$ cat src/logic/cbd_defs.vh
`ifndef CBD_DEFS_VH
`define CBD_DEFS_VH
// opcodes
`define OP_CMP_DIR   8'hb5
`define OP_CMP_IMM   8'hb4
`define OP_CMP_REG   5'h17
`define OP_CLR_ACC   8'he4
`define OP_CLR_CY    8'hc3
`define OP_CLR_BIT   8'hc2
`define OP_CPL_ACC   8'hf4
`define OP_CPL_CY    8'hb3
`define OP_CPL_BIT   8'hb2
`define OP_DEC_ADJ   8'hd4
`define OP_DEC_ACC   8'h14
`define OP_DEC_DIR   8'h15
`define OP_DEC_IND   7'h0b
`define OP_DEC_REG   5'h03
`define OP_DIVIDE    8'h84
// divide timing
`define DIV_CYCLES   3'h4
// reset values
`define ACC_RST      8'h00
`define B_RST        8'h00
`define PC_RST       16'h0000
// bcd correction
`define BCD_SIX      4'h6
`define BCD_NINE     4'h9
`endif

$ cat src/logic/bcd_adjust.v
`timescale 1ns/10ps
`default_nettype none
`include "cbd_defs.vh"
module bcd_adjust (
  input  wire [7:0] acc_i,
  input  wire       carry_i,
  input  wire       aux_carry_flag_i,
  output wire [7:0] result_o,
  output wire       carry_o
);
  wire       lo_fix;
  wire [8:0] step1;
  wire       c1;
  wire       hi_fix;
  wire [4:0] hi_sum;
  assign lo_fix = (acc_i[3:0] > `BCD_NINE) | aux_carry_flag_i; // RQ11
  assign step1  = {1'b0, acc_i} + {5'h00, lo_fix ? `BCD_SIX : 4'h0};
  assign c1     = carry_i | step1[8]; // RQ13
  assign hi_fix = c1 | (step1[7:4] > `BCD_NINE); // RQ12
  assign hi_sum = {1'b0, step1[7:4]} + {1'b0, hi_fix ? `BCD_SIX : 4'h0};
  // net add is 00h, 06h, 60h or 66h
  assign result_o = {hi_sum[3:0], step1[3:0]}; // RQ14
  assign carry_o  = c1 | hi_sum[4]; // RQ13
endmodule
`default_nettype wire

$ cat src/logic/div_unit.v
`timescale 1ns/10ps
`default_nettype none
`include "cbd_defs.vh"
module div_unit (
  input  wire       clk_i,
  input  wire       rstn_i,
  input  wire       start_i,
  input  wire [7:0] dividend_i,
  input  wire [7:0] divisor_i,
  output reg        done_o,
  output reg  [7:0] quot_o,
  output reg  [7:0] rem_o,
  output reg        zero_o
);
  // restoring divide, two quotient bits per cycle, four cycles
  reg  [2:0] cnt;
  reg  [7:0] q;
  reg  [7:0] r;
  reg  [7:0] d;
  reg        busy;
  wire [8:0] t1;
  wire [7:0] r1;
  wire       b1;
  wire [8:0] t2;
  wire [7:0] r2;
  wire       b2;
  wire [7:0] q_src;
  wire [7:0] r_src;
  wire [7:0] d_src;
  // first step runs on the start cycle straight from the operands
  assign q_src = busy ? q : dividend_i;
  assign r_src = busy ? r : 8'h00;
  assign d_src = busy ? d : divisor_i;
  assign t1 = {r_src, q_src[7]} - {1'b0, d_src};
  assign b1 = ~t1[8];
  assign r1 = b1 ? t1[7:0] : {r_src[6:0], q_src[7]};
  assign t2 = {r1, q_src[6]} - {1'b0, d_src};
  assign b2 = ~t2[8];
  assign r2 = b2 ? t2[7:0] : {r1[6:0], q_src[6]};
  always @(posedge clk_i or negedge rstn_i) begin
    if (!rstn_i) begin
      cnt    <= 3'h0;
      q      <= 8'h00;
      r      <= 8'h00;
      d      <= 8'h00;
      busy   <= 1'b0;
      done_o <= 1'b0;
      quot_o <= 8'h00;
      rem_o  <= 8'h00;
      zero_o <= 1'b0;
    end else begin
      done_o <= 1'b0;
      if (start_i && !busy) begin
        busy   <= 1'b1;
        cnt    <= `DIV_CYCLES - 3'h1;
        q      <= {q_src[5:0], b1, b2};
        r      <= r2;
        d      <= divisor_i;
        zero_o <= (divisor_i == 8'h00); // RQ19
      end else if (busy) begin
        q   <= {q_src[5:0], b1, b2};
        r   <= r2;
        cnt <= cnt - 3'h1;
        if (cnt == 3'h1) begin
          busy   <= 1'b0;
          done_o <= 1'b1;
          quot_o <= {q_src[5:0], b1, b2};
          rem_o  <= r2;
        end
      end
    end
  end
endmodule
`default_nettype wire

$ cat src/logic/cbd_exec.v
// Functional notes
// RQ1 - compare acc with direct byte: opcode b5, three bytes, two cycles
// RQ2 - compare acc with immediate: opcode b4, three bytes, two cycles
// RQ3 - compare register with immediate: 10111rrr, three bytes, two cycles
// RQ4 - compare sets carry if first below second, operands unchanged
// RQ5 - unequal compare adds signed offset to already advanced pc
// RQ6 - clear accumulator to zero, no flag change, one byte one cycle
// RQ7 - clear carry or addressable bit, bit form two bytes one cycle
// RQ8 - complement accumulator, opcode f4, one cycle, no flags
// RQ9 - complement carry (b3) or addressed bit (b2), one cycle
// RQ10 - read-modify-write on a port uses the output latch value
// RQ11 - add six to low nibble if above nine or aux carry set
// RQ12 - then add six to high nibble if carry set or above nine
// RQ13 - decimal adjust sets carry on carry out, never clears it
// RQ14 - decimal adjust adds 00h, 06h, 60h or 66h; overflow kept
// RQ15 - decimal adjust opcode is d4
// RQ16 - decrement subtracts one, wraps zero to ffh, no flags
// RQ17 - decrement modes: acc, register, direct, register-indirect
// RQ18 - divide a by b unsigned, quotient a, remainder b, four cycles; the code takes five, done on the fifth
// RQ19 - divide by zero sets overflow
// RQ20 - divide always clears carry
// RQ21 - divide by zero leaves a and b unchanged
`timescale 1ns/10ps
`default_nettype none
`include "cbd_defs.vh"
module cbd_exec (
  input  wire        clk_i,
  input  wire        rstn_i,
  // instruction, presented with all bytes at once
  input  wire        issue_i,
  input  wire [7:0]  opcode_i,
  input  wire [7:0]  byte2_i,
  input  wire [7:0]  byte3_i,
  input  wire [15:0] pc_next_i,
  // operand fetched by the core: reg/direct/indirect byte or bit
  input  wire [7:0]  mem_rd_i,
  input  wire        bit_rd_i,
  input  wire        acc_i,
  input  wire [7:0]  acc_val_i,
  input  wire [7:0]  b_val_i,
  input  wire        carry_i,
  input  wire        aux_carry_flag_i,
  input  wire        overflow_flag_i,
  // outputs
  output reg         busy_o,
  output reg         done_o,
  output reg         illegal_o,
  output reg  [7:0]  acc_o,
  output reg         acc_we_o,
  output reg  [7:0]  b_o,
  output reg         b_we_o,
  output reg         carry_o,
  output reg         overflow_flag_o,
  output reg         flags_we_o,
  output reg  [7:0]  mem_wr_o,
  output reg         mem_we_o,
  output reg  [7:0]  mem_addr_o,
  output reg         mem_ind_o,
  output reg         bit_o,
  output reg         bit_we_o,
  output reg  [15:0] pc_o,
  output reg         pc_we_o
);
  // ------------------------------------------------------------
  // state machine
  // ------------------------------------------------------------
  localparam [1:0] ST_IDLE = 2'h0;
  localparam [1:0] ST_CMP2 = 2'h1;
  localparam [1:0] ST_DIV  = 2'h2;
  reg  [1:0]  state;
  reg  [1:0]  next_state;
  reg  [15:0] cmp_target;
  reg         cmp_taken;
  reg         cmp_carry;
  // ------------------------------------------------------------
  // decode
  // ------------------------------------------------------------
  wire is_cmp_dir = (opcode_i == `OP_CMP_DIR); // RQ1
  wire is_cmp_imm = (opcode_i == `OP_CMP_IMM); // RQ2
  wire is_cmp_reg = (opcode_i[7:3] == `OP_CMP_REG); // RQ3
  wire is_clr_acc = (opcode_i == `OP_CLR_ACC);
  wire is_clr_cy  = (opcode_i == `OP_CLR_CY);
  wire is_clr_bit = (opcode_i == `OP_CLR_BIT);
  wire is_cpl_acc = (opcode_i == `OP_CPL_ACC);
  wire is_cpl_cy  = (opcode_i == `OP_CPL_CY);
  wire is_cpl_bit = (opcode_i == `OP_CPL_BIT);
  wire is_da      = (opcode_i == `OP_DEC_ADJ); // RQ15
  wire is_dec_acc = (opcode_i == `OP_DEC_ACC);
  wire is_dec_dir = (opcode_i == `OP_DEC_DIR);
  wire is_dec_ind = (opcode_i[7:1] == `OP_DEC_IND);
  wire is_dec_reg = (opcode_i[7:3] == `OP_DEC_REG);
  wire is_div     = (opcode_i == `OP_DIVIDE);
  // ------------------------------------------------------------
  // compare datapath
  // ------------------------------------------------------------
  // first operand: acc for acc forms, register for the register form
  wire [7:0]  cmp_a   = is_cmp_reg ? mem_rd_i : acc_val_i;
  // second operand: direct byte or the immediate constant
  wire [7:0]  cmp_b   = is_cmp_dir ? mem_rd_i : byte2_i;
  wire        cmp_lt  = (cmp_a < cmp_b); // RQ4
  wire        cmp_ne  = (cmp_a != cmp_b);
  // signed offset added to pc already past the instruction
  wire [15:0] cmp_dst = pc_next_i + {{8{byte3_i[7]}}, byte3_i}; // RQ5
  // ------------------------------------------------------------
  // helpers
  // ------------------------------------------------------------
  wire [7:0] da_res;
  wire       da_cy;
  wire       div_done;
  wire [7:0] div_q;
  wire [7:0] div_r;
  wire       div_zero;
  wire [7:0] dec_src = is_dec_acc ? acc_val_i : mem_rd_i;
  // mem_rd_i must be latch content for ports, never pin levels
  wire [7:0] dec_res = dec_src - 8'h01; // RQ16 RQ10
  bcd_adjust u_bcd (
    .acc_i            (acc_val_i),
    .carry_i          (carry_i),
    .aux_carry_flag_i (aux_carry_flag_i),
    .result_o         (da_res),
    .carry_o          (da_cy)
  );
  div_unit u_div (
    .clk_i      (clk_i),
    .rstn_i     (rstn_i),
    .start_i    (issue_i && state == ST_IDLE && is_div),
    .dividend_i (acc_val_i),
    .divisor_i  (b_val_i),
    .done_o     (div_done),
    .quot_o     (div_q),
    .rem_o      (div_r),
    .zero_o     (div_zero)
  );
  // ------------------------------------------------------------
  // next state
  // ------------------------------------------------------------
  always @* begin
    next_state = state;
    case (state)
      ST_IDLE: begin
        if (issue_i && (is_cmp_dir || is_cmp_imm || is_cmp_reg))
          next_state = ST_CMP2;
        else if (issue_i && is_div)
          next_state = ST_DIV;
      end
      ST_CMP2: next_state = ST_IDLE;
      ST_DIV: begin
        if (div_done)
          next_state = ST_IDLE;
      end
      default: next_state = ST_IDLE;
    endcase
  end
  // ------------------------------------------------------------
  // execute
  // ------------------------------------------------------------
  always @(posedge clk_i or negedge rstn_i) begin
    if (!rstn_i) begin
      state           <= ST_IDLE;
      cmp_target      <= `PC_RST;
      cmp_taken       <= 1'b0;
      cmp_carry       <= 1'b0;
      busy_o          <= 1'b0;
      done_o          <= 1'b0;
      illegal_o       <= 1'b0;
      acc_o           <= `ACC_RST;
      acc_we_o        <= 1'b0;
      b_o             <= `B_RST;
      b_we_o          <= 1'b0;
      carry_o         <= 1'b0;
      overflow_flag_o <= 1'b0;
      flags_we_o      <= 1'b0;
      mem_wr_o        <= 8'h00;
      mem_we_o        <= 1'b0;
      mem_addr_o      <= 8'h00;
      mem_ind_o       <= 1'b0;
      bit_o           <= 1'b0;
      bit_we_o        <= 1'b0;
      pc_o            <= `PC_RST;
      pc_we_o         <= 1'b0;
    end else begin
      state      <= next_state;
      done_o     <= 1'b0;
      illegal_o  <= 1'b0;
      acc_we_o   <= 1'b0;
      b_we_o     <= 1'b0;
      flags_we_o <= 1'b0;
      mem_we_o   <= 1'b0;
      bit_we_o   <= 1'b0;
      pc_we_o    <= 1'b0;
      carry_o         <= carry_i;
      overflow_flag_o <= overflow_flag_i;
      case (state)
        ST_IDLE: begin
          if (issue_i) begin
            busy_o <= 1'b0;
            done_o <= 1'b1;
            if (is_cmp_dir || is_cmp_imm || is_cmp_reg) begin
              // first cycle: resolve; second cycle: commit
              busy_o     <= 1'b1; // RQ1 RQ2 RQ3
              done_o     <= 1'b0;
              cmp_target <= cmp_dst;
              cmp_taken  <= cmp_ne;
              cmp_carry  <= cmp_lt; // RQ4
              carry_o    <= cmp_lt; // RQ4
            end else if (is_clr_acc) begin
              acc_o    <= 8'h00; // RQ6
              acc_we_o <= 1'b1;
            end else if (is_cpl_acc) begin
              acc_o    <= ~acc_val_i; // RQ8
              acc_we_o <= 1'b1;
            end else if (is_clr_cy) begin
              carry_o    <= 1'b0; // RQ7
              flags_we_o <= 1'b1;
            end else if (is_cpl_cy) begin
              carry_o    <= ~carry_i; // RQ9
              flags_we_o <= 1'b1;
            end else if (is_clr_bit || is_cpl_bit) begin
              mem_addr_o <= byte2_i;
              bit_o      <= is_cpl_bit & ~bit_rd_i; // RQ7 RQ9 RQ10
              bit_we_o   <= 1'b1;
            end else if (is_da) begin
              acc_o      <= da_res; // RQ14
              acc_we_o   <= 1'b1;
              carry_o    <= da_cy; // RQ13
              flags_we_o <= 1'b1;
            end else if (is_dec_acc) begin
              acc_o    <= dec_res; // RQ17
              acc_we_o <= 1'b1;
            end else if (is_dec_reg || is_dec_dir || is_dec_ind) begin
              mem_addr_o <= is_dec_dir ? byte2_i :
                            {5'h00, opcode_i[2:0]}; // RQ17
              mem_ind_o  <= is_dec_ind;
              mem_wr_o   <= dec_res; // RQ16
              mem_we_o   <= 1'b1;
            end else if (is_div) begin
              busy_o <= 1'b1;
              done_o <= 1'b0;
            end else begin
              illegal_o <= 1'b1;
            end
          end
        end
        ST_CMP2: begin
          busy_o     <= 1'b0;
          done_o     <= 1'b1;
          flags_we_o <= 1'b1;
          carry_o    <= cmp_carry; // RQ4
          pc_o       <= cmp_target; // RQ5
          pc_we_o    <= cmp_taken;
        end
        ST_DIV: begin
          if (div_done) begin
            busy_o          <= 1'b0;
            done_o          <= 1'b1;
            carry_o         <= 1'b0; // RQ20
            overflow_flag_o <= div_zero; // RQ18 RQ19
            flags_we_o      <= 1'b1;
            // zero divisor: a and b stay as they were
            acc_o    <= div_q; // RQ18
            b_o      <= div_r;
            acc_we_o <= ~div_zero; // RQ21
            b_we_o   <= ~div_zero; // RQ21
          end
        end
        default: busy_o <= 1'b0;
      endcase
    end
  end
endmodule
`default_nettype wire

$ cat config.mk
export PLATFORM = sky130hd
export DESIGN_NAME = cbd_exec
export DESIGN_NICKNAME = d
export VERILOG_FILES = /design/src/logic/bcd_adjust.v /design/src/logic/div_unit.v /design/src/logic/cbd_exec.v
export VERILOG_INCLUDE_DIRS = /design/src /design/src/logic
export SDC_FILE = /design/constraint.sdc
export NUM_CORES = 1
export LEC_CHECK = 0
export ABC_AREA = 1
export BUFFER_PORTS_ARGS = -buffer_cell sky130_fd_sc_hd__buf_2
export CAP_MARGIN = 20
export CORE_AREA = 5 5 128 130
export CTS_CLUSTER_DIAMETER = 200
export DETAILED_ROUTE_END_ITERATION = 6
export DIE_AREA = 0 0 133 135
export GPL_TIMING_DRIVEN = 0
export PLACE_DENSITY_LB_ADDON = 0.15
export SLEW_MARGIN = 20
export SYNTH_ARGS = -nofsm -noshare
export SYNTH_HDL_FRONTEND = slang
export SYNTH_SLANG_ARGS = --single-unit
$ cat constraint.sdc
create_clock -name clk_i -period 5.9 [get_ports clk_i]
set_input_delay 0.295 -clock clk_i [delete_from_list [all_inputs] [get_ports clk_i]]
set_output_delay 0.295 -clock clk_i [all_outputs]
set_load 0.01 [all_outputs]
======== After elaboration in Yosys (flattened, before gate mapping) ========
Index checks and enable logic that the tools add are counted.
cells by class
  $add $sub $neg .......................... 7
  magnitude comparators ................... 3
  equality and inequality tests ........... 29
  multiplexer cells ....................... 132
  bitwise gates (word level) .............. 20
  reductions and logical operators ........ 25
operators by type and width
  operator                                               count
  2-to-1 mux 8 bit                                       27
  2-to-1 mux 1 bit                                       91
  == test 8 bit, second input constant                   10
  subtractor 9 x 8 -> 9 bit                              2
  adder 16 bit                                           1
  == test 8 x 5 -> 1 bit, second input constant          2
  one-hot mux 8 bit (2 select lines)                     1
  AND reduction 8 bit                                    2
  NOT 1 bit                                              14
  2-to-1 mux 3 bit                                       4
  inequality test 4 bit, second input constant           3
  AND reduction 11 bit                                   1
  AND reduction 10 bit                                   1
  adder 8 x 4 -> 9 bit                                   1
  one-hot mux 1 bit (3 select lines)                     3
  > comparator 4 bit, second input constant              2
  logical NOT 8 bit                                      1
  < comparator 8 bit                                     1
  inequality test 8 bit                                  1
  NOT 8 bit                                              1
  subtractor 8 x 1 -> 8 bit, second input constant       1
  == test 7 x 4 -> 1 bit, second input constant          1
  2-to-1 mux 2 bit                                       3
  inequality test 2 x 1 -> 1 bit, second input constant  3
  other kinds (21)                                       39
word-level totals
  register bits after elaboration ......... 127
  input bits .............................. 72
  output and inout bits ................... 61

======== Depth between registers and ports, before layout ========
Gate-level depths: netlist of run 1.
  depth after elaboration ................. 18
  depth in mapped cells ................... 30
  depth with buffers taken out ............ 28

======== Hierarchy ========
A second synthesis of run 1 with hierarchy kept.
unflattened totals
  cell total of the unflattened synthesis .. 1,110
  area total of the unflattened synthesis .. 8,403.1 um^2
by module, submodules not included
  module      instances  cells an instance  area an instance (um^2)
  cbd_exec    1          658                5,031.1
  div_unit    1          403                3,031.7
  bcd_adjust  1          49                 340.3

======== Least setup slack after synthesis of run 1 ========
No wires, ideal clock.
  path kind ............................... register to register
  start ................................... register u_div.busy
  end ..................................... register u_div.rem_o[1]
  arrival ................................. 4.142 ns
  setup slack ............................. 1.640 ns
  cell stages (with the launch flop) ...... 31
  buffers on the path ..................... 3
  cell sequence ........................... dfrtp_1 -> clkbuf_1 -> clkbuf_1 -> nand2_1 -> o21ai_0 -> ha_1 -> inv_1 -> fa_1 -> nand3_1 -> nand3_1 -> nand2_1 -> nand3_1 -> or2_1 -> nand2_1 -> inv_2 -> buf_2 -> nand2_1 -> o21a_1 -> inv_1 -> ha_1 -> inv_1 -> o21ai_0 -> a221oi_1 -> and2_1 -> inv_1 -> nand2_1 -> nand2_2 -> inv_2 -> nand2_1 -> nand3_1 -> nand2_1
on the way
  word-level cells in the longest chain between the ends .. 5
  elaborated cells between the ends (all ways) .. 11
  classes of those cells .................. 2 x add/sub; 5 x mux; 1 x bitwise; 3 x reduce/logical
RTL lines
  element                                     RTL line                                     RTL
  start, declared                             div_unit.v:20                                reg busy;
  start signal, assigned                      div_unit.v:46                                busy <= 1'b0;
  start signal, assigned                      div_unit.v:54                                busy <= 1'b1;
  start signal, assigned                      div_unit.v:65                                busy <= 1'b0;
  2-to-1 mux 8 bit, on equally long branches  div_unit.v:31, div_unit.v:32, div_unit.v:33
  subtractor 9 x 8 -> 9 bit                   div_unit.v:34                                assign t1 = {r_src, q_src[7]} - {1'b0, d_src};
  2-to-1 mux 8 bit                            div_unit.v:36                                assign r1 = b1 ? t1[7:0] : {r_src[6:0], q_src[7]};
  subtractor 9 x 8 -> 9 bit                   div_unit.v:37                                assign t2 = {r1, q_src[6]} - {1'b0, d_src};
  2-to-1 mux 8 bit                            div_unit.v:39                                assign r2 = b2 ? t2[7:0] : {r1[6:0], q_src[6]};
  end signal, assigned                        div_unit.v:68                                rem_o <= r2;
  end, declared                               div_unit.v:12                                output reg [7:0] rem_o,
Parallel ways exist; a longest one is shown, timed or not.
A chain may end at the register's enable or synchronous reset.

======== Worst setup path in the final report of run 1 ========
  start ................................... register u_div.busy
  end ..................................... register u_div.rem_o[2]
Same word-level chain as after synthesis.

==> results.txt, run 1 <==
The wire length on met3 is 1390 µm. The part of the total power dissipated in the clock network came out at 34.5%. The multi-input logic area came out at 4288 µm². The number of routed nets with antenna violations is 0.

The library cell used as clock root buffer is sky130_fd_sc_hd__clkbuf_16. Summed over all cells, the static leakage comes to 5.270 nW. The highest layer touched by signal routing is met4. The clock slew seen by the registers of the worst setup and hold paths is 0.06 ns. The number of global-route vias before repair is 7362. The number of fill cells is 1343. The final-layout worst hold slack came out at 0.07732 ns. The category of the most critical setup path is flip-flop to flip-flop. The sequential group share of total power came out at 36.2%.

The maximum clock path buffer count came out at 2. The initial antenna violation count is 0. The total via count after detailed routing is 7550. The wire length of the first global-routing pass is 35760 µm. The final critical-path setup slack is 0.4598 ns. The floorplan die width came out at 133 µm.

The floorplan step set the die height to 135 µm. Summed over all failing endpoints, the final setup total negative slack is 0 ns. Dividing the detail-routed via count by the number of cells gives 5.321. Measured against its own limit, the worst slew margin works out to 49.99%. The first TritonRoute pass finished after 5 iterations.

For this run, the leading register cell type out of synthesis is sky130_fd_sc_hd__dfrtp_1. The count of nets after finishing is 1340. The worst setup path is captured at a flip-flop.

For this design, the slowest cell found on the critical path is sky130_fd_sc_hd__dfrtp_1. The setup-violating endpoint count in the final report is 0. The number of buffers inserted during clock tree synthesis came out at 17.

The global-route total usage across every layer is 24.43%. The detailed-route DRC error count came out at 0. The total count of hold-check failures in the final report came to 0.

The per-instance average area after synthesis is 7.613 µm². The count of warnings emitted by yosys came out at 0. The core region area came out at 15030 µm². The wire length on met1 is 9539 µm. The switching share of power came out at 33.80%. The max-cap check violation count is 0. Across the VDD grid, the largest voltage drop is 230.7 µV. Sequential cells were found to cover 39.05% of the synthesized design area.

The critical path starts at u_div.busy. The worst hold path begins at b_val_i[3]. The post-route fraction of the period consumed by the critical path came out at 92.21%. 133 I/O pins were placed. The cell area after placement came out at 9051 µm². The smallest clock period supported by the final layout is computed as 5.440 ns. The synthesized area is 8138 µm². For this run, asynchronously set or reset flops after synthesis account for 100.0%.

The number of nets in the synthesized netlist is 1191. Counting every instance in the synthesized netlist gives 1069. The slew of the pin with the lowest slew margin came out at 0.7502 ns.

The first routing iteration left 577 violations. The ratio of total power to cell area is 356.9 nW/µm². The initial standard-cell utilization of the core came out at 54.13%. The internal power summed over all cells is 2.299 mW. The maximum fanout along the worst path is 10. The floorplan step defined a die boundary enclosing 17960 µm². The number of H-tree levels came out at 4. The largest clock skew in the final design is 0.008493 ns.

The net switching power is 1.173 mW. The most numerous cell type found on the critical path is sky130_fd_sc_hd__nand2_1. Of the cells placed in the final design, the portion with a size suffix greater than 1 is 20.06%. The detailed placement HPWL is 16450 µm. The number of library cell types mapped by synthesis came out at 52. The total inserted antenna cells came out at 0. At the worst endpoint, the required time is 6.21 ns.

Synthesis inferred 127 register bits. Setup repair after global routing left no endpoint under its margin. The post-CTS setup buffer count came out at 0. The tightest min-delay check is of the input port to flip-flop type. In this run the critical register-to-register path is launched from u_div.busy.

The TritonCTS clock tree is yes. The largest registers in the layout are cmp_target x16, pc_o x16. The clock network latency to the later pin of the worst-skew pair is 0.42 ns. The run finished with clean final reports. Routability-driven placement finished with a final weighted congestion of 0.9260.

The area added between synthesis and finish came out at 19.56%. The worst setup path is launched from a flip-flop. The number of sinks handled by clock tree synthesis is 127. The area of all placed cells without fillers is 9729 µm². The initialized floorplan defines 45 standard-cell rows. The total power came out at 3.472 mW.

Static timing analysis puts the maximum clock frequency at 183.8 MHz. The number of max-slew violations in the final report came out at 0. The number of enable-type register cells in the synthesized netlist is 0. STA puts the critical path data arrival time at 5.75 ns. The total overflow reported by the global router came out at 0. The worst setup slack before clock tree synthesis came out at 0.4333 ns. In the final layout, flip-flops and latches occupy 3178 µm². The critical path's largest stage delay came out at 0.47 ns. The pin count of the biggest net entering global routing is 95.

The combinational fraction of design power is 29.3%. The average wire per cell in the routed design is 15.03 µm. Input and output buffers added on the ports amount to 128. The wire length after detailed routing is 21330 µm.

The length of routed met2 wiring came out at 9954 µm.
## path summary, 6_finish.rpt
path,end,slack (ns),cells after the start
min in group asynchronous,acc_o[7],0.33,2
worst max-delay path,u_div.rem_o[2],0.46,28
worst max register to register,u_div.rem_o[2],0.46,28
max in group asynchronous,pc_o[12],4.83,3
worst min-delay path,u_div.zero_o,0.08,2
worst min register to register,mem_wr_o[2],0.47,2
## final cells by class
type                       count  share of cell area [%]
multi-input combinational    769                   44.07
buffer                        25                   1.157
clock buffer                  18                   4.514
sequential                   127                   32.66
clock inverter                14                   2.341
inverter                     148                   5.761
timing repair buffer         130                   7.073
tap                          188                   2.418
## cell usage in the layout, fill, tap and decap left out, types with 6 or more instances in the layout
master                      Yosys  layout
sky130_fd_sc_hd__nand2_1      307     307
sky130_fd_sc_hd__inv_1        136     136
sky130_fd_sc_hd__buf_2          8     135
sky130_fd_sc_hd__dfrtp_1      127     127
sky130_fd_sc_hd__o21ai_0      104     104
sky130_fd_sc_hd__nand3_1       57      57
sky130_fd_sc_hd__a21oi_1       55      55
sky130_fd_sc_hd__ha_1          46      46
sky130_fd_sc_hd__nor2_1        43      43
sky130_fd_sc_hd__mux2_2        19      19
sky130_fd_sc_hd__clkbuf_16      0      17
sky130_fd_sc_hd__clkbuf_1      16      15
sky130_fd_sc_hd__xor2_1        13      13
sky130_fd_sc_hd__inv_2         10      10
sky130_fd_sc_hd__or2_2         10      10
sky130_fd_sc_hd__nand4_1       10      10
sky130_fd_sc_hd__nand2_2        9       9
sky130_fd_sc_hd__o21ai_2        8       8
sky130_fd_sc_hd__a31oi_1        8       8
sky130_fd_sc_hd__nor3_1         7       7
sky130_fd_sc_hd__or2_1          6       6
sky130_fd_sc_hd__nor2_2         6       6
sky130_fd_sc_hd__o21a_1         6       6
sky130_fd_sc_hd__o21ai_1        6       6
sky130_fd_sc_hd__o211ai_1       6       6
## synthesized netlist by cell type (13+ instances only)
| cell type | instances | area share (%) |
|---|---|---|
| sky130_fd_sc_hd__nand2_1 | 307 | 14 |
| sky130_fd_sc_hd__inv_1 | 136 | 6.3 |
| sky130_fd_sc_hd__dfrtp_1 | 127 | 39 |
| sky130_fd_sc_hd__o21ai_0 | 104 | 6.4 |
| sky130_fd_sc_hd__nand3_1 | 57 | 3.5 |
| sky130_fd_sc_hd__a21oi_1 | 55 | 3.4 |
| sky130_fd_sc_hd__ha_1 | 46 | 7.1 |
| sky130_fd_sc_hd__nor2_1 | 43 | 2.0 |
| sky130_fd_sc_hd__mux2_2 | 19 | 2.6 |
| sky130_fd_sc_hd__clkbuf_1 | 16 | 0.74 |
| sky130_fd_sc_hd__xor2_1 | 13 | 1.4 |
## power by group through the flow
stage | clock (mW) | combinational (mW) | sequential [mW]
3_3_place_gp | 0 | 0.995 | 1.26
3_5_place_dp | 0 | 1.02 | 1.27
5_1_grt | 1.25 | 1.16 | 1.29
4_1_cts | 1.21 | 1.02 | 1.26
2_1_floorplan | 0 | 0.632 | 1.30
6_report | 1.20 | 1.02 | 1.26
## critical path, delay by kind of cell (launching register included)
| kind | cells | cell delay, ns |
|---|---|---|
| buffers and inverters | 7 | 1.43 |
| AOI/OAI and AO/OA | 3 | 0.70 |
| DFF | 1 | 0.47 |
| adders and majority gates | 3 | 1.00 |
| and+or+nand+nor | 15 | 1.75 |
## metrics by stage
stage | std cells | utilization [%]
after detailed placement | 1386 | 60.21
after CTS | 1419 | 64.71
after global placement | 1385 | 59.96
after floorplan | 1069 | -
final | 1419 | 64.72
after global routing | 1419 | 64.72
## kinds of logic (layout without fill, tap and decap cells)
group / after synthesis / in the layout / synth area share [%]
buf+inv: 173 / 335 / 8.257
flops: 127 / 127 / 39.05
fa+ha+maj: 50 / 50 / 8.057
compound gates: 214 / 214 / 15.01
simple gates: 466 / 466 / 24.82
mux: 21 / 21 / 2.875
xor+xnor: 18 / 18 / 1.937
## repair_timing
item                                    4_1_cts  5_1_grt
endpoints found under the setup margin        0       15
gates resized for setup                       0        2
endpoints found under the hold margin        33        0
hold buffers                                  1        0
## routing by layer
layer / track usage [%] / vias up
met5: 0 / -
met4: 7.506 / 0
met3: 5.924 / 36
met2: 39.64 / 213
met1: 32.54 / 3503
li1: - / 3798
(Power assumes the default switching activity.)
==> inputs of run 2 (changes only) <==
Settings changed: REMOVE_ABC_BUFFERS set to 1.
==> results.txt, run 2 (synthesis results as in run 1) <==
The tightest min-delay check is of the input port to flip-flop type. The total count of hold-check failures in the final report was 0 (unchanged). The fraction of final layout cells with drive strength greater than 1 is 19.93% (-0.13 points). The detailed-route DRC error count came out at 0 (unchanged).

The cell area after placement came out at 8957 µm² (-1.0%). The worst hold path cell count is 2 (unchanged). The post-route fraction of the period consumed by the critical path came out at 87.67% (-4.5 points).

The flow ran to the end, and the final reports show no timing, DRC or antenna violations. The largest clock skew in the final design is 0.006544 ns (-0.001949 ns). The initial standard-cell utilization of the core is 54.13% (unchanged). The number of sinks handled by clock tree synthesis came out at 127 (unchanged). The total negative slack for setup checks is 0 ns (unchanged). The largest registers in the layout are cmp_target x16, pc_o x16. The worst register-to-register path ends at u_div.r[7]. The initial antenna violation count is 1 (+1). The number of search-and-repair iterations in the first detailed-routing pass came out at 6 (+1).

The startpoint of the most critical hold path is b_val_i[3]. The detailed placement HPWL came out at 15720 µm (-4.4%). The maximum clock path buffer count is 2 (unchanged).

The worst setup slack before clock tree synthesis is 0.3885 ns (-0.04479 ns). The area of all placed cells without fillers came out at 9560 µm² (-1.7%). The relative slew slack is 31.37% (-19 points). The endpoint type of the worst setup path is a flip-flop. The total via count after detailed routing is 7488 (-0.82%).

TritonCTS built the clock tree. The wire length after detailed routing came out at 20970 µm (-1.7%). The full die area came to 17960 µm² (unchanged). The setup-violating endpoint count in the final report is 0 (unchanged). The worst register-to-register path begins at u_div.busy. The data arrival time at the worst-slack endpoint was 5.47 ns (-0.28 ns). The total of buffers placed on input and output ports is 131 (+2.3%). The total overflow reported by the global router came out at 0 (unchanged).

The average wire per cell in the routed design was 15.01 µm (-0.16%). The clock slew seen by the registers of the worst setup and hold paths came out at 0.06 ns (about the same). The ratio of total power to cell area came out at 345.4 nW/µm² (-3.2%). The height of the die was 135 µm (unchanged). The slew of the pin with the lowest slew margin came to 1.027 ns (+0.2768 ns).

For hold timing, the worst endpoint is u_div.zero_o. In the layout the commonest cells are sky130_fd_sc_hd__nand2_1 (307), sky130_fd_sc_hd__inv_1 (136), sky130_fd_sc_hd__buf_2 (130), sky130_fd_sc_hd__dfrtp_1 (126), sky130_fd_sc_hd__o21ai_0 (104). The global-route total usage across every layer is 23.85% (-0.58 points). The most common library cell in the layout ignoring fill and taps is sky130_fd_sc_hd__nand2_1. The max-cap check violation count is 0 (unchanged). The final-layout worst hold slack came out at 0.08444 ns (+0.007120 ns). STA classifies the critical path startpoint as a flip-flop. The standby leakage power is 5.179 nW (-1.7%).

The number of H-tree levels is 4 (unchanged). The number of DRC violations after detailed-routing iteration 0 came to 570 (-1.2%). The pin count of the biggest net entering global routing came out at 80 (-16%). The count of standard-cell rows came out at 45 (unchanged).

The fmax came out at 193.3 MHz (+5.2%). The required time of the worst setup path is 6.20 ns (about the same). The weighted congestion reported at the end of routability-driven placement is 0.9243 (-0.18%). The total power came to 3.302 mW (-4.9%). The number of max-slew violations in the final report came out at 0 (unchanged).

The core region area is 15030 µm² (unchanged). The post-layout minimum cycle time is 5.172 ns (-0.2679 ns). The worst supply voltage drop on vdd is 215.1 µV (-6.8%). The count of nets after finishing is 1318 (-1.6%). The maximum fanout along the worst path is 33 (+23).

The total inserted antenna cells is 0 (unchanged). The wire length of the first global-routing pass is 34590 µm (-3.3%). The number of buffers inserted during clock tree synthesis came out at 17 (unchanged). The final critical-path setup slack came out at 0.7277 ns (+0.2679 ns). Setup repair after global routing left no endpoint under its margin. The number of routed nets with antenna violations came to 0 (unchanged).

The post-CTS setup buffer count is 0 (unchanged). The floorplan die width came out at 133 µm (unchanged). Clock tree synthesis selected as its root buffer the cell sky130_fd_sc_hd__clkbuf_16. The area added between synthesis and finish is 17.48%. The clock network latency to the later pin of the worst-skew pair is 0.41 ns (about the same). The reg-to-reg setup timing slack came out at 0.73 ns (+0.27 ns). The average via count per standard cell was 5.360 (+0.74%). The number of global-route vias before repair came out at 7150 (-2.9%). The count of pins on the block boundary is 133 (unchanged).

The critical path is of the flip-flop to flip-flop type. The number of cell instances on the worst register-to-register path came to 23 (-18%).
[run 2: cell count changes in the layout (fill, tap and decap cells not counted), sizes merged]
cell	before	now
buf	138	132
bufinv	5	2
clkbuf	34	20
clkinv	4	5
clkinvlp	0	3
inv	153	150
[run 2: what timing repair did]
action                                  in CTS  in global routing
resized for setup                            0                  1
endpoints found under the setup margin       0                 18
endpoints found under the hold margin       48                  0
hold buffers                                 1                  0
[run 2: power breakdown]
part | switching, mW | internal, mW | total [mW]
combinational | 0.602 | 0.398 | 1.00
clock | 0.392 | 0.647 | 1.04
sequential | 0.137 | 1.13 | 1.26
[run 2: worst max-delay path, stage by stage (launching register included)]
cell                       delay, ns
sky130_fd_sc_hd__dfrtp_2        0.62
sky130_fd_sc_hd__inv_1          0.46
sky130_fd_sc_hd__or2_2          0.19
sky130_fd_sc_hd__o21ai_0        0.23
sky130_fd_sc_hd__fa_1           0.54
sky130_fd_sc_hd__nand3_1        0.10
sky130_fd_sc_hd__nand3_1        0.14
sky130_fd_sc_hd__nand2_1        0.11
sky130_fd_sc_hd__nand3_1        0.08
sky130_fd_sc_hd__or2_1          0.21
sky130_fd_sc_hd__nand2_1        0.11
sky130_fd_sc_hd__inv_2          0.13
sky130_fd_sc_hd__nand2_1        0.08
sky130_fd_sc_hd__o21ai_0        0.17
sky130_fd_sc_hd__fa_1           0.47
sky130_fd_sc_hd__o211ai_1       0.38
sky130_fd_sc_hd__nand4_1        0.13
sky130_fd_sc_hd__and2_1         0.21
sky130_fd_sc_hd__nand3_1        0.10
sky130_fd_sc_hd__nand2_2        0.14
sky130_fd_sc_hd__inv_2          0.19
sky130_fd_sc_hd__nand2_1        0.10
sky130_fd_sc_hd__nand3_1        0.11
sky130_fd_sc_hd__nand2_1        0.06
[run 2: metal layers]
metal,global-route usage (%),vias up,routed length [µm]
met2,38.83,241,9648
met4,8.256,2,476
li1,-,3744,-
met5,0,-,11
met1,31.80,3466,9385
met3,4.955,35,1443
[run 2: worst max path at each step]
stage	start	end	depth (start not counted)
after floorplan	u_div.busy	u_div.r[1]	23
after global routing	u_div.busy	u_div.r[5]	23
final	u_div.busy	u_div.r[7]	23
after detailed placement	u_div.busy	u_div.r[5]	22
after CTS	u_div.busy	u_div.r[7]	22
after global placement	u_div.busy	u_div.rem_o[5]	22
[run 2: per-stage QoR]
stage,instances,util (%)
6_report,1397,63.60
5_1_grt,1397,63.60
4_1_cts,1397,63.59
3_5_place_dp,1364,59.58
3_3_place_gp,1363,59.32
2_1_floorplan,1044,-
[run 2: area by class of cell]
| cell class | count | area (µm²) |
|---|---|---|
| multi-input combinational | 769 | 4290 |
| clock buffer | 20 | 456.7 |
| sequential | 127 | 3179 |
| timing repair buffer | 133 | 703.2 |
| inverter | 148 | 560.5 |
| fill | 1381 | 5473 |
| clock inverter | 12 | 135.1 |
| tap | 188 | 235.2 |
==> inputs of run 3 (changes only) <==
Settings changed: CORE_AREA 5 5 128 130 to 4 4 127 129, DIE_AREA 0 0 133 135 to 0 0 131 133.
==> results.txt, run 3 (synthesis results as in run 1) <==
The flow ran to the end, and the final reports show no timing, DRC or antenna violations. The combinational fraction of design power came out at 29.9% (-0.4 points). The total via count after detailed routing came out at 7405 (-1.1%). The number of sinks handled by clock tree synthesis was 127 (unchanged). The most common library cell in the layout ignoring fill and taps is sky130_fd_sc_hd__nand2_1. The relative slew slack was 31.60% (+0.23 points). The detailed placement HPWL is 15530 µm (-1.2%). The cell area after placement is 8957 µm² (unchanged). The clock network latency to the later pin of the worst-skew pair came to 0.42 ns (about the same).

The critical path's largest stage delay came out at 0.62 ns (about the same). The number of H-tree levels came out at 4 (unchanged). The number of global-route vias before repair came out at 7050 (-1.4%).

The number of max-slew violations in the final report is 0 (unchanged). The part of the total power dissipated in the clock network came out at 32.3% (+0.8 points). The switching share of power came to 33.89% (-0.37 points). The category of the most critical setup path is flip-flop to flip-flop. The average wire per cell in the routed design is 14.86 µm (-1.0%).

The post-layout minimum cycle time came out at 5.119 ns (-0.05355 ns). The clock slew seen by the registers of the worst setup and hold paths came to 0.06 ns (about the same). The total of buffers placed on input and output ports came out at 131 (unchanged). The total area of sequential cells is 3179 µm² (unchanged).

The kind of start point of the critical path is a flip-flop. The area of all placed cells without fillers is 9575 µm² (+0.16%). In the layout the commonest cells are sky130_fd_sc_hd__nand2_1 (307), sky130_fd_sc_hd__inv_1 (136), sky130_fd_sc_hd__buf_2 (130), sky130_fd_sc_hd__dfrtp_1 (126), sky130_fd_sc_hd__o21ai_0 (104). The global-route total usage across every layer was 24.48% (+0.63 points).

The largest clock skew in the final design came to 0.01175 ns (+0.005203 ns). The wire length of the first global-routing pass was 33880 µm (-2.1%). The number of buffers inserted during clock tree synthesis came out at 17 (unchanged). The maximum fanout along the worst path is 33 (unchanged). The total count of hold-check failures in the final report is 0 (unchanged). The average via count per standard cell is 5.301 (-1.1%). The data arrival time at the worst-slack endpoint came out at 5.43 ns (-0.04 ns). The slew of the pin with the lowest slew margin is 1.024 ns (-0.003458 ns). The wire length after detailed routing is 20760 µm (-1.0%).

The internal power summed over all cells came to 2.202 mW (+1.4%). The initial antenna violation count came out at 0 (-1). The detailed-route DRC error count came out at 0 (unchanged). The total inserted antenna cells is 0 (unchanged). The critical path goes through inv_1 -> or2_2 -> o21ai_0 -> fa_1 -> nand3_1 -> nand3_1 -> nand2_1 -> nand3_1 -> or2_1 -> nand2_1 -> inv_2 -> nand2_1 -> o21ai_0 -> fa_1 -> o211ai_1 -> nand4_1 -> and2_1 -> nand3_1 -> nand2_2 -> inv_2 -> nand2_1 -> nand3_1 -> nand2_1. The full die area came out at 17420 µm² (-3.0%). Among all stages on the critical path, the largest delay is contributed by sky130_fd_sc_hd__dfrtp_2. The count of pins on the block boundary came out at 133 (unchanged). In this run the critical register-to-register path is launched from u_div.busy.

The max-cap check violation count is 0 (unchanged). The height of the die is 133 µm (-1.5%). The largest registers in the layout are cmp_target x16, pc_o x16. The fmax came out at 195.4 MHz (+1.0%). The initial standard-cell utilization of the core came out at 54.13% (unchanged). The sequential group share of total power came out at 37.8% (-0.5 points). The core region area came out at 15030 µm² (unchanged). The library cell used as clock root buffer is sky130_fd_sc_hd__clkbuf_16. The maximum clock path buffer count came out at 2 (unchanged). The required time of the worst setup path is 6.21 ns (about the same). The count of nets after finishing came to 1318 (unchanged). The endpoint type of the worst setup path is a flip-flop. The fraction of final layout cells with drive strength greater than 1 came out at 19.85% (-0.083 points). The path class of the tightest hold or removal check is input port to flip-flop. Setup repair after global routing left no endpoint under its margin. The setup-violating endpoint count in the final report was 0 (unchanged). The ratio of total power to cell area came out at 347.8 nW/µm² (+0.70%). The most critical setup path has its startpoint at u_div.busy. The count of standard-cell rows came out at 45 (unchanged). The multi-input logic area came out at 4290 µm² (unchanged). The number of fill cells is 1405 (+1.7%). TritonCTS built the clock tree. The worst supply voltage drop on vdd came to 222.9 µV (+3.6%). The post-route fraction of the period consumed by the critical path came out at 86.76% (-0.91 points).

The area added between synthesis and finish came out at 17.67%. The number of routed nets with antenna violations was 0 (unchanged). The number of search-and-repair iterations in the first detailed-routing pass is 6 (unchanged). The total negative slack for setup checks is 0 ns (unchanged). The net switching power is 1.129 mW (-0.23%). The standby leakage power is 5.178 nW (about the same).

The startpoint of the most critical hold path is b_val_i[3]. The pin count of the biggest net entering global routing is 84 (+5.0%). The total overflow reported by the global router came out at 0 (unchanged). The number of DRC violations after detailed-routing iteration 0 is 466 (-18%). The floorplan die width is 131 µm (-1.5%). The weighted congestion reported at the end of routability-driven placement is 0.8930 (-3.4%).
==> run 3: changes by cell type in the layout (fill, tap and decap cells not counted) <==
cell	before	now
sky130_fd_sc_hd__clkinv_2	3	1
sky130_fd_sc_hd__inv_8	1	0
sky130_fd_sc_hd__clkinvlp_4	3	4
sky130_fd_sc_hd__clkbuf_1	1	2
sky130_fd_sc_hd__clkbuf_8	2	1
sky130_fd_sc_hd__inv_6	1	2
sky130_fd_sc_hd__bufinv_16	2	3
==> run 3: what timing repair did <==
action,in CTS,in global routing
setup endpoints to repair,0,18
resized for setup,0,1
endpoints found under the hold margin,44,0
buffers inserted,0,0
hold buffers,1,0
==> run 3: routing by layer <==
layer  vias to the layer above  track usage [%]  share of wire [%]
li1                       3739                -                  -
met1                      3400            33.58                 45
met2                       233            38.49                 45
met3                        33            5.410                6.8
met4                         0            7.829                2.5
met5                         -                0                  0
==> run 3: power by group through the flow <==
stage	clock network (mW)	logic (mW)	registers (mW)
after floorplan	0	0.620	1.30
after global placement	0	0.972	1.26
after detailed placement	0	0.997	1.27
after CTS	1.09	1.00	1.26
after global routing	1.14	1.14	1.29
final	1.08	0.995	1.26
==> run 3: worst max-delay path: cells and delay by family (launching register included) <==
family	cells	cell delay, ns
AND/OR/NAND/NOR	15	1.87
adder cells (fa/ha/maj)	2	1.01
buffers and inverters	3	0.76
AO/OA/AOI/OAI	3	0.73
flip-flops	1	0.62
==> run 3: final timing paths <==
path	endpoint	slack (ns)	cells past startpoint
max	u_div.r[4]	0.78	23
min reg2reg	mem_wr_o[2]	0.47	2
min	u_div.zero_o	0.08	2
max in group asynchronous	acc_o[7]	4.80	3
min in group asynchronous	mem_wr_o[0]	0.36	2
max reg2reg	u_div.r[4]	0.78	23
==> run 3: area by class of cell <==
cell class | instances | share of cell area (%)
flip-flops and latches | 127 | 33.20
clock inverters | 12 | 1.673
well taps | 188 | 2.457
multi-input cells | 769 | 44.81
clock buffers | 20 | 4.665
repair buffers | 133 | 7.344
inverters | 148 | 5.854
==> run 3: through the flow <==
step           hold slack (ns)  setup slack (ns)  power [mW]  utilization (%)  std cells
4_1_cts                0.06679            0.4514       3.355            63.69       1397
5_1_grt                0.06889            0.2484       3.565            63.70       1397
3_5_place_dp            0.2148            0.4616       2.269            59.58       1364
6_report               0.07822            0.7813       3.331            63.70       1397
3_3_place_gp            0.4539            0.4767       2.235            59.32       1363
2_1_floorplan       -0.0005911             1.540       1.921                -       1044
